<file path="config.mk">
export PLATFORM = sky130hd
export DESIGN_NAME = dcv_dma_core
export DESIGN_NICKNAME = d
export VERILOG_FILES = /design/src/core/dcv_pkg.sv /design/src/core/dcv_dma_core.sv
export VERILOG_INCLUDE_DIRS = /design/src /design/src/core
export SDC_FILE = /design/constraint.sdc
export NUM_CORES = 2
export LEC_CHECK = 0
export BUFFER_PORTS_ARGS = -buffer_cell sky130_fd_sc_hd__buf_2
export CAP_MARGIN = 0
export CORE_UTILIZATION = 40
export DETAILED_ROUTE_END_ITERATION = 10
export GPL_TIMING_DRIVEN = 0
export REMOVE_ABC_BUFFERS = 1
export SLEW_MARGIN = 20
export SYNTH_ARGS = -nofsm -noshare
export SYNTH_HDL_FRONTEND = slang
export SYNTH_SLANG_ARGS = --single-unit
</file>
<file path="constraint.sdc">
create_clock -name mclk_in -period 25 [get_ports mclk_in]
set_input_delay 7.5 -clock mclk_in [delete_from_list [all_inputs] [get_ports mclk_in]]
set_output_delay 7.5 -clock mclk_in [all_outputs]
set_load 0.02 [all_outputs]
</file>
<file path="src/core/dcv_regs.svh">
/*
 * Register offsets, field positions and reset values of the four-channel
 * DMA control and vectoring block.
 * Assumes a byte-wide register port with a 7-bit byte address.
 */
`ifndef DCV_REGS_SVH
`define DCV_REGS_SVH

`define DCV_CH_STRIDE_SH  5
`define DCV_OFF_CTL_LOW   5'h00
`define DCV_OFF_CTL_MID   5'h01
`define DCV_OFF_CTL_HIGH  5'h02
`define DCV_OFF_PATTERN   5'h04
`define DCV_OFF_MASK      5'h08
`define DCV_OFF_SRC_LO    5'h0C
`define DCV_OFF_DST_LO    5'h10
`define DCV_OFF_CNT_LO    5'h14
`define DCV_OFF_CONFIG    7'h78
`define DCV_OFF_PEEK_VEC  7'h5C
`define DCV_OFF_ACK_VEC   7'h7C
`define DCV_OFF_FLAGS_LO  7'h7E
`define DCV_OFF_FLAGS_HI  7'h7F

// control word bit positions
`define DCV_B_OP          0
`define DCV_B_FLYBY       2
`define DCV_B_INCLUSIVE   3
`define DCV_B_SENSE       4
`define DCV_B_PRI_KIND    5
`define DCV_B_PRI_FREEZE  6
`define DCV_B_AUTO        7
`define DCV_B_SRC_KIND    8
`define DCV_B_SRC_SIDE    9
`define DCV_B_SRC_WIDTH   10
`define DCV_B_SRC_DOWN    11
`define DCV_B_DST_KIND    12
`define DCV_B_DST_SIDE    13
`define DCV_B_DST_WIDTH   14
`define DCV_B_DST_DOWN    15
`define DCV_B_BURST       17
`define DCV_B_ON_DONE     18
`define DCV_B_ON_HIT      19
`define DCV_B_DONE_IE     21
`define DCV_B_HIT_IE      22
`define DCV_B_HALT_IE     23

// event nibble bit positions
`define DCV_F_DONE        0
`define DCV_F_HIT         1
`define DCV_F_HALT        2
`define DCV_F_SEVERAL     3

`define DCV_RST_CTL       24'h000000
`define DCV_RST_MASK      8'h00
`define DCV_RST_BIAS      5'h00
`define DCV_RST_CONFIG    8'h00

`endif

</file>
<file path="src/core/dcv_pkg.sv">
/*
 * Types shared by the DMA control and vectoring block.
 * Assumes dcv_regs.svh carries the numeric constants.
 */
`default_nettype none
package dcv_pkg;
   typedef enum logic [1:0] {
      OP_OFF,
      OP_SEARCH,
      OP_MOVE,
      OP_MOVE_SEARCH
   } dcv_op_t;

   typedef enum logic [1:0] {
      HS_IDLE,
      HS_LOW1,
      HS_LOW2,
      HS_LONG
   } dcv_halt_st_t;

   typedef enum logic [1:0] {
      HIT_DISABLE,
      HIT_CONTINUE,
      HIT_LOAD_CTL,
      HIT_LOAD_ALL
   } dcv_hit_act_t;
endpackage : dcv_pkg
`default_nettype wire

</file>
<file path="src/core/dcv_dma_core.sv">
/*
 * Four-channel DMA register file, transfer sequencing, event flags and
 * interrupt vector logic.
 * Assumes a synchronous byte register port (chip select, read and write
 * strobes) and a transfer engine that pulses xfer_done_in per beat.
 */
`timescale 1ns/1ps
`default_nettype none
`include "dcv_regs.svh"

// Overview of operation
// - vector byte: channel in bits 1:0, error bit 2, bias bits 7:3
// - error bit set when a channel interrupts again before service
// - writing the vector register stores its upper five bits as bias
// - vector reads toggle service flip-flop; reset or write clears it
// - acknowledge drops interrupt unless a higher channel still pends
// - no new acknowledge until previous return cycle is done
// - peek vector mirrors vector, read-only, no side effects
// - status read clears bits except enabled ones and, while the channel pends, several; cleared on acknowledge
// - status holds one nibble per channel: done, hit, halted, several
// - done at count end or on a hit not set to continue; hit on match; halted on halt pin
// - several flag when more than one channel event occurred
// - op code: off, search, transfer, transfer and search; reset clears
// - low byte bits: flyby, inclusive, while, priority kind, freeze, auto
// - mid byte low nibble: source kind, side, width, step down
// - mid byte high nibble: same four target attributes
// - high byte: burst select, chain on done, bit 0 reserved
// - action after hit: disable, continue, load control, load all
// - high byte bits 5..7 enable done, hit and halt interrupts
// - compare only bits whose mask is one; mask zero after reset
// - pointers fixed for peripherals, step one or two for memory
// - count steps down one or two; zero write stops transfer
// - halt pin low one or two clocks halts; longer resets control, mask, flags, vector
module dcv_dma_core (
   input  wire logic        mclk_in,
   input  wire logic        reset_in,
   input  wire logic        reset_halt_n_in,
   input  wire logic        cs_n_in,
   input  wire logic        rd_in,
   input  wire logic        wr_in,
   input  wire logic [6:0]  addr_in,
   input  wire logic [7:0]  wdata_in,
   input  wire logic [3:0]  req_in,
   input  wire logic        xfer_done_in,
   input  wire logic [7:0]  xfer_data_in,
   output logic      [7:0]  rdata_out,
   output logic             irq_n_out,
   output logic      [3:0]  chan_ack_out,
   output logic      [23:0] src_addr_out,
   output logic      [23:0] dst_addr_out
);
   logic [23:0] ctl_r [4];
   logic [23:0] ctl_nxt [4];
   logic [7:0]  pat_r [4];
   logic [7:0]  pat_nxt [4];
   logic [7:0]  msk_r [4];
   logic [7:0]  msk_nxt [4];
   logic [23:0] src_r [4];
   logic [23:0] src_nxt [4];
   logic [23:0] dst_r [4];
   logic [23:0] dst_nxt [4];
   logic [15:0] cnt_r [4];
   logic [15:0] cnt_nxt [4];
   logic [15:0] flags_r, flags_nxt;
   logic [3:0]  err_r, err_nxt;
   logic [4:0]  bias_r, bias_nxt;
   logic [7:0]  cfg_r, cfg_nxt;
   logic        svc_ff_r, in_svc_r;
   logic [1:0]  svc_ch_r;
   logic [3:0]  gnt_r, gnt_nxt;
   logic [3:0]  gap_r, gap_nxt;
   logic [7:0]  rdat_r;
   logic        irq_n_r;
   logic [23:0] src_q_r, dst_q_r;
   dcv_pkg::dcv_halt_st_t hs_r, hs_nxt;

   // register port decode
   wire        wr_hit   = ~cs_n_in & wr_in;
   wire        rd_hit   = ~cs_n_in & rd_in;
   wire [1:0]  a_ch     = addr_in[6:5];
   wire [4:0]  a_sub    = addr_in[4:0];
   wire        is_ack   = addr_in == `DCV_OFF_ACK_VEC;
   wire        is_peek  = addr_in == `DCV_OFF_PEEK_VEC;
   wire        is_cfg   = addr_in == `DCV_OFF_CONFIG;
   wire        is_flo   = addr_in == `DCV_OFF_FLAGS_LO;
   wire        is_fhi   = addr_in == `DCV_OFF_FLAGS_HI;
   wire        is_glob  = is_ack | is_peek | is_cfg | is_flo | is_fhi;
   wire        ack_rd   = rd_hit & is_ack & ~svc_ff_r;
   wire        ret_rd   = rd_hit & is_ack & svc_ff_r;

   // halt pin filter: short pulse halts, long low resets control, mask and status
   wire        halt_pls = ((hs_r == dcv_pkg::HS_LOW1) | (hs_r == dcv_pkg::HS_LOW2))
                          & reset_halt_n_in;
   wire        soft_rst = hs_r == dcv_pkg::HS_LONG;

   // interrupt enables and pending per channel
   logic [3:0] pend, pend_nxt;
   logic [2:0] ien [4];
   always_comb begin
      for (int i = 0; i < 4; i++) begin
         ien[i]      = ctl_r[i][`DCV_B_HALT_IE:`DCV_B_DONE_IE];
         pend[i]     = |(flags_r[4*i +: 3] & ien[i]);
         pend_nxt[i] = |(flags_nxt[4*i +: 3] & ien[i]);
      end
   end
   wire [1:0] top_ch = pend[0] ? 2'h0 : pend[1] ? 2'h1 : pend[2] ? 2'h2 : 2'h3;
   wire [1:0] vec_ch = in_svc_r ? svc_ch_r : top_ch;
   wire [7:0] vec    = {bias_r, err_r[vec_ch], vec_ch};

   // channel arbitration, fixed priority, lowest channel first
   logic [3:0] runnable;
   always_comb begin
      for (int i = 0; i < 4; i++) begin
         runnable[i] = (ctl_r[i][1:0] != 2'h0) & ~gap_r[i]
                       & (req_in[i] | ctl_r[i][`DCV_B_AUTO]);
      end
   end
   wire [3:0] pick = runnable[0] ? 4'h1 : runnable[1] ? 4'h2 :
                     runnable[2] ? 4'h4 : runnable[3] ? 4'h8 : 4'h0;
   wire [1:0] act  = gnt_r[1] ? 2'h1 : gnt_r[2] ? 2'h2 : gnt_r[3] ? 2'h3 : 2'h0;
   wire [1:0] cmp  = act ^ 2'h1;
   wire       beat = xfer_done_in & (|gnt_r);

   // beat arithmetic for the active channel
   wire [23:0] ac     = ctl_r[act];
   wire [23:0] s_step = ac[`DCV_B_SRC_WIDTH] ? 24'h000002 : 24'h000001;
   wire [23:0] d_step = ac[`DCV_B_DST_WIDTH] ? 24'h000002 : 24'h000001;
   wire [15:0] c_step = (ac[`DCV_B_SRC_WIDTH] | ac[`DCV_B_DST_WIDTH])
                        ? 16'h0002 : 16'h0001;
   wire [23:0] src_mv = ac[`DCV_B_SRC_DOWN] ? src_r[act] - s_step
                                            : src_r[act] + s_step;
   wire [23:0] dst_mv = ac[`DCV_B_DST_DOWN] ? dst_r[act] - d_step
                                            : dst_r[act] + d_step;
   wire [15:0] cnt_mv = (cnt_r[act] <= c_step) ? 16'h0000
                                               : cnt_r[act] - c_step;
   wire        eq     = ((xfer_data_in ^ pat_r[act]) & msk_r[act]) == 8'h00;
   wire        pattern_value   = ac[0];
   wire        hit    = beat & pattern_value & (ac[`DCV_B_SENSE] ? ~eq : eq);
   wire        take   = ~hit | ac[`DCV_B_INCLUSIVE];
   wire        c_zero = take ? (cnt_mv == 16'h0000) : (cnt_r[act] == 16'h0000);
   wire [1:0]  hact   = ac[`DCV_B_ON_HIT +: 2];
   wire        h_cont = hact == dcv_pkg::HIT_CONTINUE;
   wire        done   = beat & ((hit & ~h_cont) | (~hit & c_zero)
                                | (hit & h_cont & c_zero));
   wire        l_ctl  = (hit & ~h_cont & hact[1]) | (~hit & done & ac[`DCV_B_ON_DONE]);
   wire        l_par  = (hit & hact == dcv_pkg::HIT_LOAD_ALL)
                        | (~hit & done & ac[`DCV_B_ON_DONE]);
   wire        stop   = done & ~l_ctl;
   wire [1:0]  hlt_ch = (|gnt_r) ? act : (pick[1] ? 2'h1 : pick[2] ? 2'h2 :
                                          pick[3] ? 2'h3 : 2'h0);
   // a halt pulse with no active or runnable channel touches nothing
   wire        hlt_any = halt_pls & ((|gnt_r) | (|pick));

   always_comb begin
      logic [2:0] ev;
      logic [3:0] nib;
      logic [3:0] clr;
      ev       = 3'h0;
      nib      = 4'h0;
      clr      = 4'h0;
      gnt_nxt  = gnt_r;
      gap_nxt  = 4'h0;
      bias_nxt = bias_r;
      cfg_nxt  = cfg_r;
      err_nxt  = err_r;
      flags_nxt = flags_r;
      for (int i = 0; i < 4; i++) begin
         ctl_nxt[i] = ctl_r[i];
         pat_nxt[i] = pat_r[i];
         msk_nxt[i] = msk_r[i];
         src_nxt[i] = src_r[i];
         dst_nxt[i] = dst_r[i];
         cnt_nxt[i] = cnt_r[i];
      end
      // software writes
      if (wr_hit & is_ack) begin
         bias_nxt = wdata_in[7:3];
      end
      if (wr_hit & is_cfg) begin
         cfg_nxt = wdata_in;
      end
      if (wr_hit & ~is_glob) begin
         case (a_sub)
            `DCV_OFF_CTL_LOW:  ctl_nxt[a_ch][7:0]   = wdata_in;
            `DCV_OFF_CTL_MID:  ctl_nxt[a_ch][15:8]  = wdata_in;
            `DCV_OFF_CTL_HIGH: ctl_nxt[a_ch][23:16] = {wdata_in[7:1], 1'b0};
            `DCV_OFF_PATTERN:  pat_nxt[a_ch] = wdata_in;
            `DCV_OFF_MASK:     msk_nxt[a_ch] = wdata_in;
            5'h0C, 5'h0D, 5'h0E: src_nxt[a_ch][8*(a_sub - `DCV_OFF_SRC_LO) +: 8] = wdata_in;
            5'h10, 5'h11, 5'h12: dst_nxt[a_ch][8*(a_sub - `DCV_OFF_DST_LO) +: 8] = wdata_in;
            5'h14, 5'h15: cnt_nxt[a_ch][8*(a_sub - `DCV_OFF_CNT_LO) +: 8] = wdata_in;
            default: ;
         endcase
      end
      // transfer beat on the granted channel
      if (beat) begin
         if (take) begin
            if (ac[`DCV_B_SRC_KIND]) begin
               src_nxt[act] = src_mv;
            end
            if (ac[`DCV_B_DST_KIND]) begin
               dst_nxt[act] = dst_mv;
            end
            cnt_nxt[act] = cnt_mv;
         end
         if (~ac[`DCV_B_BURST]) begin
            gap_nxt[act] = 1'b1;
         end
         if (l_ctl) begin
            ctl_nxt[act] = ctl_r[cmp];
         end
         if (l_par) begin
            src_nxt[act] = src_r[cmp];
            dst_nxt[act] = dst_r[cmp];
            cnt_nxt[act] = cnt_r[cmp];
         end
         if (stop) begin
            ctl_nxt[act][1:0] = 2'h0;
         end
      end
      if (hlt_any) begin
         ctl_nxt[hlt_ch][1:0] = 2'h0;
      end
      // grant follows arbitration; drops when the channel stops
      gnt_nxt = (beat & (stop | ~ac[`DCV_B_BURST])) ? 4'h0 : pick;
      if (halt_pls) begin
         gnt_nxt = 4'h0;
      end
      // event flags, one nibble per channel
      for (int i = 0; i < 4; i++) begin
         ev  = {hlt_any & (hlt_ch == 2'(i)),
                hit & (act == 2'(i)),
                done & (act == 2'(i))};
         nib = flags_r[4*i +: 4];
         clr = 4'h0;
         if (rd_hit & ((is_flo & i < 2) | (is_fhi & i >= 2))) begin
            clr = {~pend[i], ~ien[i]};
         end
         if (ack_rd & pend[i] & (top_ch == 2'(i))) begin
            clr         = 4'hF;
            err_nxt[i]  = 1'b0;
         end
         if (|(ev & ien[i]) & pend[i]) begin
            err_nxt[i] = 1'b1;
         end
         flags_nxt[4*i +: 4] = (nib & ~clr)
            | {((ev[0] + ev[1] + ev[2]) > 2'h1) | ((|ev) & (|nib[2:0])), ev};
      end
      if (soft_rst) begin
         bias_nxt  = `DCV_RST_BIAS;
         cfg_nxt   = `DCV_RST_CONFIG;
         err_nxt   = 4'h0;
         flags_nxt = 16'h0000;
         gnt_nxt   = 4'h0;
         for (int i = 0; i < 4; i++) begin
            ctl_nxt[i] = `DCV_RST_CTL;
            msk_nxt[i] = `DCV_RST_MASK;
         end
      end
   end

   // halt pin sequencer
   always_comb begin
      case (hs_r)
         dcv_pkg::HS_IDLE: hs_nxt = reset_halt_n_in ? dcv_pkg::HS_IDLE : dcv_pkg::HS_LOW1;
         dcv_pkg::HS_LOW1: hs_nxt = reset_halt_n_in ? dcv_pkg::HS_IDLE : dcv_pkg::HS_LOW2;
         dcv_pkg::HS_LOW2: hs_nxt = reset_halt_n_in ? dcv_pkg::HS_IDLE : dcv_pkg::HS_LONG;
         dcv_pkg::HS_LONG: hs_nxt = reset_halt_n_in ? dcv_pkg::HS_IDLE : dcv_pkg::HS_LONG;
         default:          hs_nxt = dcv_pkg::HS_IDLE;
      endcase
   end

   // read data mux
   logic [7:0] rmux;
   always_comb begin
      rmux = 8'h00;
      if (is_ack | is_peek) begin
         rmux = vec;
      end else if (is_cfg) begin
         rmux = cfg_r;
      end else if (is_flo) begin
         rmux = flags_r[7:0];
      end else if (is_fhi) begin
         rmux = flags_r[15:8];
      end else begin
         case (a_sub)
            `DCV_OFF_CTL_LOW:  rmux = ctl_r[a_ch][7:0];
            `DCV_OFF_CTL_MID:  rmux = ctl_r[a_ch][15:8];
            `DCV_OFF_CTL_HIGH: rmux = ctl_r[a_ch][23:16];
            `DCV_OFF_PATTERN:  rmux = pat_r[a_ch];
            `DCV_OFF_MASK:     rmux = msk_r[a_ch];
            5'h0C, 5'h0D, 5'h0E: rmux = src_r[a_ch][8*(a_sub - `DCV_OFF_SRC_LO) +: 8];
            5'h10, 5'h11, 5'h12: rmux = dst_r[a_ch][8*(a_sub - `DCV_OFF_DST_LO) +: 8];
            5'h14, 5'h15: rmux = cnt_r[a_ch][8*(a_sub - `DCV_OFF_CNT_LO) +: 8];
            default: rmux = 8'h00;
         endcase
      end
   end

   always_ff @(posedge mclk_in or posedge reset_in) begin
      if (reset_in) begin
         for (int i = 0; i < 4; i++) begin
            ctl_r[i] <= `DCV_RST_CTL;
            pat_r[i] <= 8'h00;
            msk_r[i] <= `DCV_RST_MASK;
            src_r[i] <= 24'h000000;
            dst_r[i] <= 24'h000000;
            cnt_r[i] <= 16'h0000;
         end
      end else begin
         for (int i = 0; i < 4; i++) begin
            ctl_r[i] <= ctl_nxt[i];
            pat_r[i] <= pat_nxt[i];
            msk_r[i] <= msk_nxt[i];
            src_r[i] <= src_nxt[i];
            dst_r[i] <= dst_nxt[i];
            cnt_r[i] <= cnt_nxt[i];
         end
      end
   end

   always_ff @(posedge mclk_in or posedge reset_in) begin
      if (reset_in) begin
         flags_r <= 16'h0000;
         err_r   <= 4'h0;
         bias_r  <= `DCV_RST_BIAS;
         cfg_r   <= `DCV_RST_CONFIG;
         gnt_r   <= 4'h0;
         gap_r   <= 4'h0;
         hs_r    <= dcv_pkg::HS_IDLE;
      end else begin
         flags_r <= flags_nxt;
         err_r   <= err_nxt;
         bias_r  <= bias_nxt;
         cfg_r   <= cfg_nxt;
         gnt_r   <= gnt_nxt;
         gap_r   <= gap_nxt;
         hs_r    <= hs_nxt;
      end
   end

   // service flip-flop: acknowledge on odd reads, return on even reads
   always_ff @(posedge mclk_in or posedge reset_in) begin
      if (reset_in) begin
         svc_ff_r <= 1'b0;
         in_svc_r <= 1'b0;
         svc_ch_r <= 2'h0;
      end else if (soft_rst | (wr_hit & is_ack)) begin
         svc_ff_r <= 1'b0;
         in_svc_r <= 1'b0;
      end else if (ack_rd) begin
         svc_ff_r <= 1'b1;
         in_svc_r <= 1'b1;
         svc_ch_r <= top_ch;
      end else if (ret_rd) begin
         svc_ff_r <= 1'b0;
         in_svc_r <= 1'b0;
      end
   end

   always_ff @(posedge mclk_in or posedge reset_in) begin
      if (reset_in) begin
         rdat_r  <= 8'h00;
         irq_n_r <= 1'b1;
         src_q_r <= 24'h000000;
         dst_q_r <= 24'h000000;
      end else begin
         rdat_r  <= rd_hit ? rmux : 8'h00;
         irq_n_r <= ~|pend_nxt;
         src_q_r <= src_nxt[gnt_nxt[1] ? 1 : gnt_nxt[2] ? 2 : gnt_nxt[3] ? 3 : 0];
         dst_q_r <= dst_nxt[gnt_nxt[1] ? 1 : gnt_nxt[2] ? 2 : gnt_nxt[3] ? 3 : 0];
      end
   end

   assign rdata_out    = rdat_r;
   assign irq_n_out    = irq_n_r;
   assign chan_ack_out = gnt_r;
   assign src_addr_out = src_q_r;
   assign dst_addr_out = dst_q_r;
endmodule : dcv_dma_core
`default_nettype wire

</file>
== After elaboration in Yosys (flattened, before gate mapping) ==
Cells that the tools add are included.
Operators by class
  shift-type cells: 9
  reductions and logical operators: 52
  magnitude comparators: 16
  equality and inequality tests: 31
  bitwise operators: 137
  mux-type cells: 194
  add/subtract/negate cells: 19
Operators with widths (count)
  two-way mux 96 bit: 21
  bitwise mux 96 bit: 12
  two-way mux 24 bit: 26
  binary-select mux 24 bit (select 2 bit): 11
  demux 24 bit (select 2 bit): 8
  two-way mux 64 bit: 6
  one-hot mux 96 bit (3 select lines): 1
  bitwise mux 64 bit: 3
  two-way mux 16 bit: 11
  two-way mux 8 bit: 17
  negation 32 -> 34 bit: 3
  binary-select mux 16 bit (select 2 bit): 3
  two-way mux 32 bit: 3
  two-way mux 4 bit: 18
  variable shift 8 x 34 -> 24 bit (first input constant): 2
  indexed part select 8 x 34 -> 24 bit: 2
  indexed part select 24 x 33 -> 8 bit: 2
  binary-select mux 8 bit (select 2 bit): 4
  bitwise mux 32 bit: 2
  demux 16 bit (select 2 bit): 2
  one-hot mux 8 bit (8 select lines): 1
  bitwise AND 1 bit: 62
  OR reduction 3 bit: 18
  adder 24 x 2 -> 24 bit: 2
  other kinds (55): 218
Storage, ports and cells
  logic and storage cells: 498
  register bits after elaboration: 519
  bits of input ports: 34

== Depth between registers and ports, before layout ==
  depth in word-level cells: 37
  depth in mapped cells: 32

== Least setup slack after synthesis ==
No wires, ideal clock.
  path type: in2reg
  start point: input addr_in[0]
  end point: register dst_q_r[5], in the netlist dst_addr_out[5]
  required time: 24913 ps
  buffers on the path: 4
  setup time: 87 ps
  stages on the path: 20
  setup slack: 13154 ps
  arrival time: 11759 ps
  path through: clkbuf_1 -> clkinv_1 -> clkbuf_1 -> ha_1 -> clkbuf_1 -> clkbuf_1 -> and2_1 -> inv_1 -> ha_1 -> or4b_2 -> nor3_1 -> o2111ai_1 -> nor3_2 -> mux2i_1 -> and2_1 -> a221oi_1 -> o211ai_1 -> o31ai_1 -> a21oi_1 -> a22oi_1
RTL lines
  start, declared: RTL line dcv_dma_core.sv:41  | input wire logic [6:0] addr_in,
  end signal, assigned: RTL line dcv_dma_core.sv:371  | dst_q_r <= dst_nxt[gnt_nxt[1] ? 1 : gnt_nxt[2] ? 2 : gnt_nxt[3] ? 3 : 0];
  end, declared: RTL line dcv_dma_core.sv:74  | logic [23:0] src_q_r, dst_q_r;

==> results.txt <==
The clock transition at the register clock pins on the worst setup and hold paths after CTS came out at 0.06 ns. The tool flagged a number of max-cap violations equal to 0. The worst setup path is launched from an input pin. Across every metal layer, demand over resource in global routing totals 0.340. The transition time at the pin with the least slew margin is 1.30 ns. The checks that failed: design-rule violations. At the end of the flow the core is filled with cells to 0.460. Post-CTS repair changed the size of 0 cells.

The pin count of the biggest net entering global routing is 96. In this run the tool buffered the top-level ports with 94 buffer cells. The largest fanout on the critical path came out at 27. The initial standard-cell utilization of the core is 0.405. The count of nets left with antenna violations once routing finished came out at 0. The path class of the lowest-slack min-delay path is reg -> reg. Final hold analysis gives a worst-case slack of 0.446 ns. The insertion delay to the later sink of the worst-skew pair came out at 0.67 ns.

The average routed wire per standard cell is 29.5 um. The fraction of registers with async set/reset came out at 1.00. Static timing analysis puts the maximum clock frequency at 69.6 MHz. The power per unit of standard cell area is 68.1 mW/mm^2. The per-instance average area after synthesis came out at 8.43 sq um.

The longest clock path from root to sink contains 3 buffers. The number of endpoints with negative hold slack in the final report came out at 0. The part of the power in the clock network is 0.334. The critical path required time came out at 25.46 ns. The post-placement cell area came out at 0.0462 sq mm. The switching fraction of total power came out at 0.388. The clock period minus final worst setup slack is 14.37 ns.

In the post-route analysis, the smallest setup slack over all paths is 10.63 ns. The fraction of the mapped netlist area in adder cells is 0.0283. Measured against the total synthesized area, the mux share comes to 0.167. By area, the combinational part of the netlist is dominated by compound AO/OA/AOI/OAI gates. The post-synthesis sequential element count came out at 519. The leakage power summed over all cells came out at 0.0204 uW.

The total overflow left after global routing is 0. The synthesized-area fraction occupied by xor and xnor cells came out at 0.0166. The routed design has 189 mm of wire. The max-slew violation count is 0. The largest vdd supply drop came out at 0.0000399 V.

The initial antenna violation count is 7. For this run, the leading register cell type out of synthesis is dfrtp_1. The die area came out at 0.108 sq mm. The horizontal die dimension came out at 329 um. 95 I/O pins were placed. The internal portion of the total power is 2030 uW. The half-perimeter wire length of the detailed placement result came out at 127 mm.

The number of DRC violations after detailed routing is 12. The design area came out at 0.0487 sq mm. The first-iteration detailed-routing DRC count is 6670. The number of warning messages in the yosys log came out at 0.

The share of power burned in registers came out at 0.307. The first detailed-routing pass ran for 10 iterations. The number of global-route vias before repair is 42100.

Setup repair after global routing left no endpoint under its margin. The arrival time reported for the critical path endpoint came out at 14.83 ns. For this design, the CTS-stage hold fixing added 0 buffers. The run finished, with violations left. The final setup skew is 0.0254 ns. The mean number of vias per cell came out at 6.97. The simple-gate share of the synthesized area is 0.186.

Counting the buffers created by CTS gives 68. Clock tree synthesis found a total of 519 sinks. The H-tree was split into 3 levels. The placer congestion estimate is 0.949. The setup violation total in the final timing report is 0. The fraction of the mapped netlist area in compound gates came out at 0.252.

The synthesized instance count came out at 5081. In the finished design, the share of the clock period the worst path needs comes to 0.575. The via count came out at 44700. The type of element capturing the critical path is a register.

The final total negative setup slack came out at 0 ns. The count of buffers added by post-CTS timing repair for setup came out at 0. Yosys mapped a number of flops with a built-in enable equal to 0. Before CTS, the worst setup slack after placement is 10.28 ns. The synthesized netlist contains 105 unique library cells. The core outline area is 0.106 sq mm.

The number of nets at the end of the flow is 5098. The cell area that synthesis handed to floorplanning was 0.0428 sq mm. Summed over all instances, the cell type with the most area after synthesis is dfrtp_1.

Relative to the synthesized area, the layout overhead comes to 13.6%. The cell at the root of the clock tree is clkbuf_16. The floorplan step set the die height to 329 um.

The critical path is of the in -> reg type. By instance count, the leading cell after synthesis is nand2_1. TritonCTS built the clock tree.

Of the cells placed in the final design, the portion with a size suffix greater than 1 is 0.131. The number of rows in the core area is 119. The top-area cell type share of the netlist area came out at 0.303. Of the total power, combinational logic draws 0.359. The net load switching power came out at 1290 uW.

Measured against its own limit, the worst slew margin works out to 0.134. The first global-routing pass estimated 279 mm of wire. The register area share after synthesis is 0.303.

After synthesis, the cell types taking the most area are dfrtp_1 (30%), mux2i_1 (8.8%), nand2_1 (5.6%), mux4_2 (5.5%), a21oi_1 (4.9%). By count the netlist is led by nand2_1 (634), dfrtp_1 (518), nor2_1 (425), a21oi_1 (419), mux2i_1 (378).
critical path, cell delays in order:
cell and delay (ns):
buf_2 0.51, clkinv_1 1.14, ha_1 0.92, nand4_1 0.62, o211ai_1 0.39, nor3_2 0.73, nand2_1 0.66, nor2_2 0.81
mux2i_1 0.20, a22oi_1 0.23, nand2_1 0.07, mux2i_1 0.17, a21oi_1 0.09, a22oi_1 0.73
sequential cells by signal (all words and copies together), names as in the netlist, 5 cells and up:
| signal | cells |
|---|---|
| src_r | 96 |
| dst_addr_out | 24 |
| ctl_r | 96 |
| cnt_r | 64 |
| dst_r | 96 |
| pat_r | 32 |
| rdata_out | 8 |
| flags_r | 16 |
| cfg_r | 8 |
| bias_r | 5 |
| src_addr_out | 24 |
| msk_r | 32 |
per-layer routing:
layer / routed length [um] / part of all wire / GRT usage / up-vias
li1: - / - / - / 19000
met1: 72500 / 0.38 / 0.446 / 21600
met2: 78900 / 0.42 / 0.494 / 3332
met3: 24800 / 0.13 / 0.104 / 754
met4: 12500 / 0.066 / 0.193 / 10
met5: 70 / 0.00037 / 0 / -
cell usage in the layout, fill, tap and decap left out, types with 48 or more instances in the layout:
cell type and count:
nor3_1 146, mux2i_1 378, nand3_1 126, a22oi_1 189
and2_1 84, buf_16 50, nand4_1 48, a221oi_1 110
dfrtp_1 515, o22ai_1 123, o211ai_1 75, a21oi_1 416
nor2_1 403, buf_2 98, nand2_1 631, ha_1 90
inv_1 81, mux4_2 105, mux2_2 71, clkbuf_16 73
o21ai_0 228, a211oi_1 81
kinds of logic (layout without fill, tap and decap cells):
kind of cell / count (synthesis) / in the layout
other cells: 0 / 1
flops: 519 / 519
mux: 568 / 568
compound gates: 1594 / 1594
buf+inv: 501 / 439
fa+ha+maj: 95 / 95
xor+xnor: 81 / 81
simple gates: 1723 / 1723
final timing paths:
check | from | endpoint | slack [ns] | depth (start not counted)
max | addr_in[0] | src_addr_out[5]$_DFF_PP0_ | 10.63 | 14
min | gap_r[0]$_DFF_PP0_ | chan_ack_out[0]$_DFF_PP0_ | 0.45 | 1
max reg2reg | chan_ack_out[2]$_DFF_PP0_ | src_addr_out[5]$_DFF_PP0_ | 16.83 | 21
min reg2reg | gap_r[0]$_DFF_PP0_ | chan_ack_out[0]$_DFF_PP0_ | 0.45 | 1
max in group asynchronous | reset_in | dst_r[87]$_DFF_PP0_ | 16.37 | 5
min in group asynchronous | reset_in | pat_r[27]$_DFFE_PP0P_ | 6.84 | 2
layout make-up:
class	instances	area [sq um]
clock inverters	22	375
multi-input cells	4061	28200
fillers	10200	57000
well taps	1391	1740
inverters	86	335
repair buffers	233	2910
clock buffers	98	2080
flip-flops and latches	519	13000
diodes	1	2.50
metrics by stage:
| stage | cells | total power [uW] |
|---|---|---|
| after floorplan | 4666 | 1760 |
| after global placement | 6151 | 2160 |
| after detailed placement | 6289 | 2170 |
| after CTS | 6409 | 3280 |
| after global routing | 6410 | 3430 |
| final | 6411 | 3320 |
power groups by stage:
stage               registers, uW  logic [uW]  clock network, uW
floorplan                    1040         715                  0
global placement             1060        1100                  0
detailed placement           1030        1140                  0
CTS                          1010        1150               1110
global route                 1030        1260               1140
finish                       1020        1190               1110
Note: power is estimated with default switching activity, not from simulation.
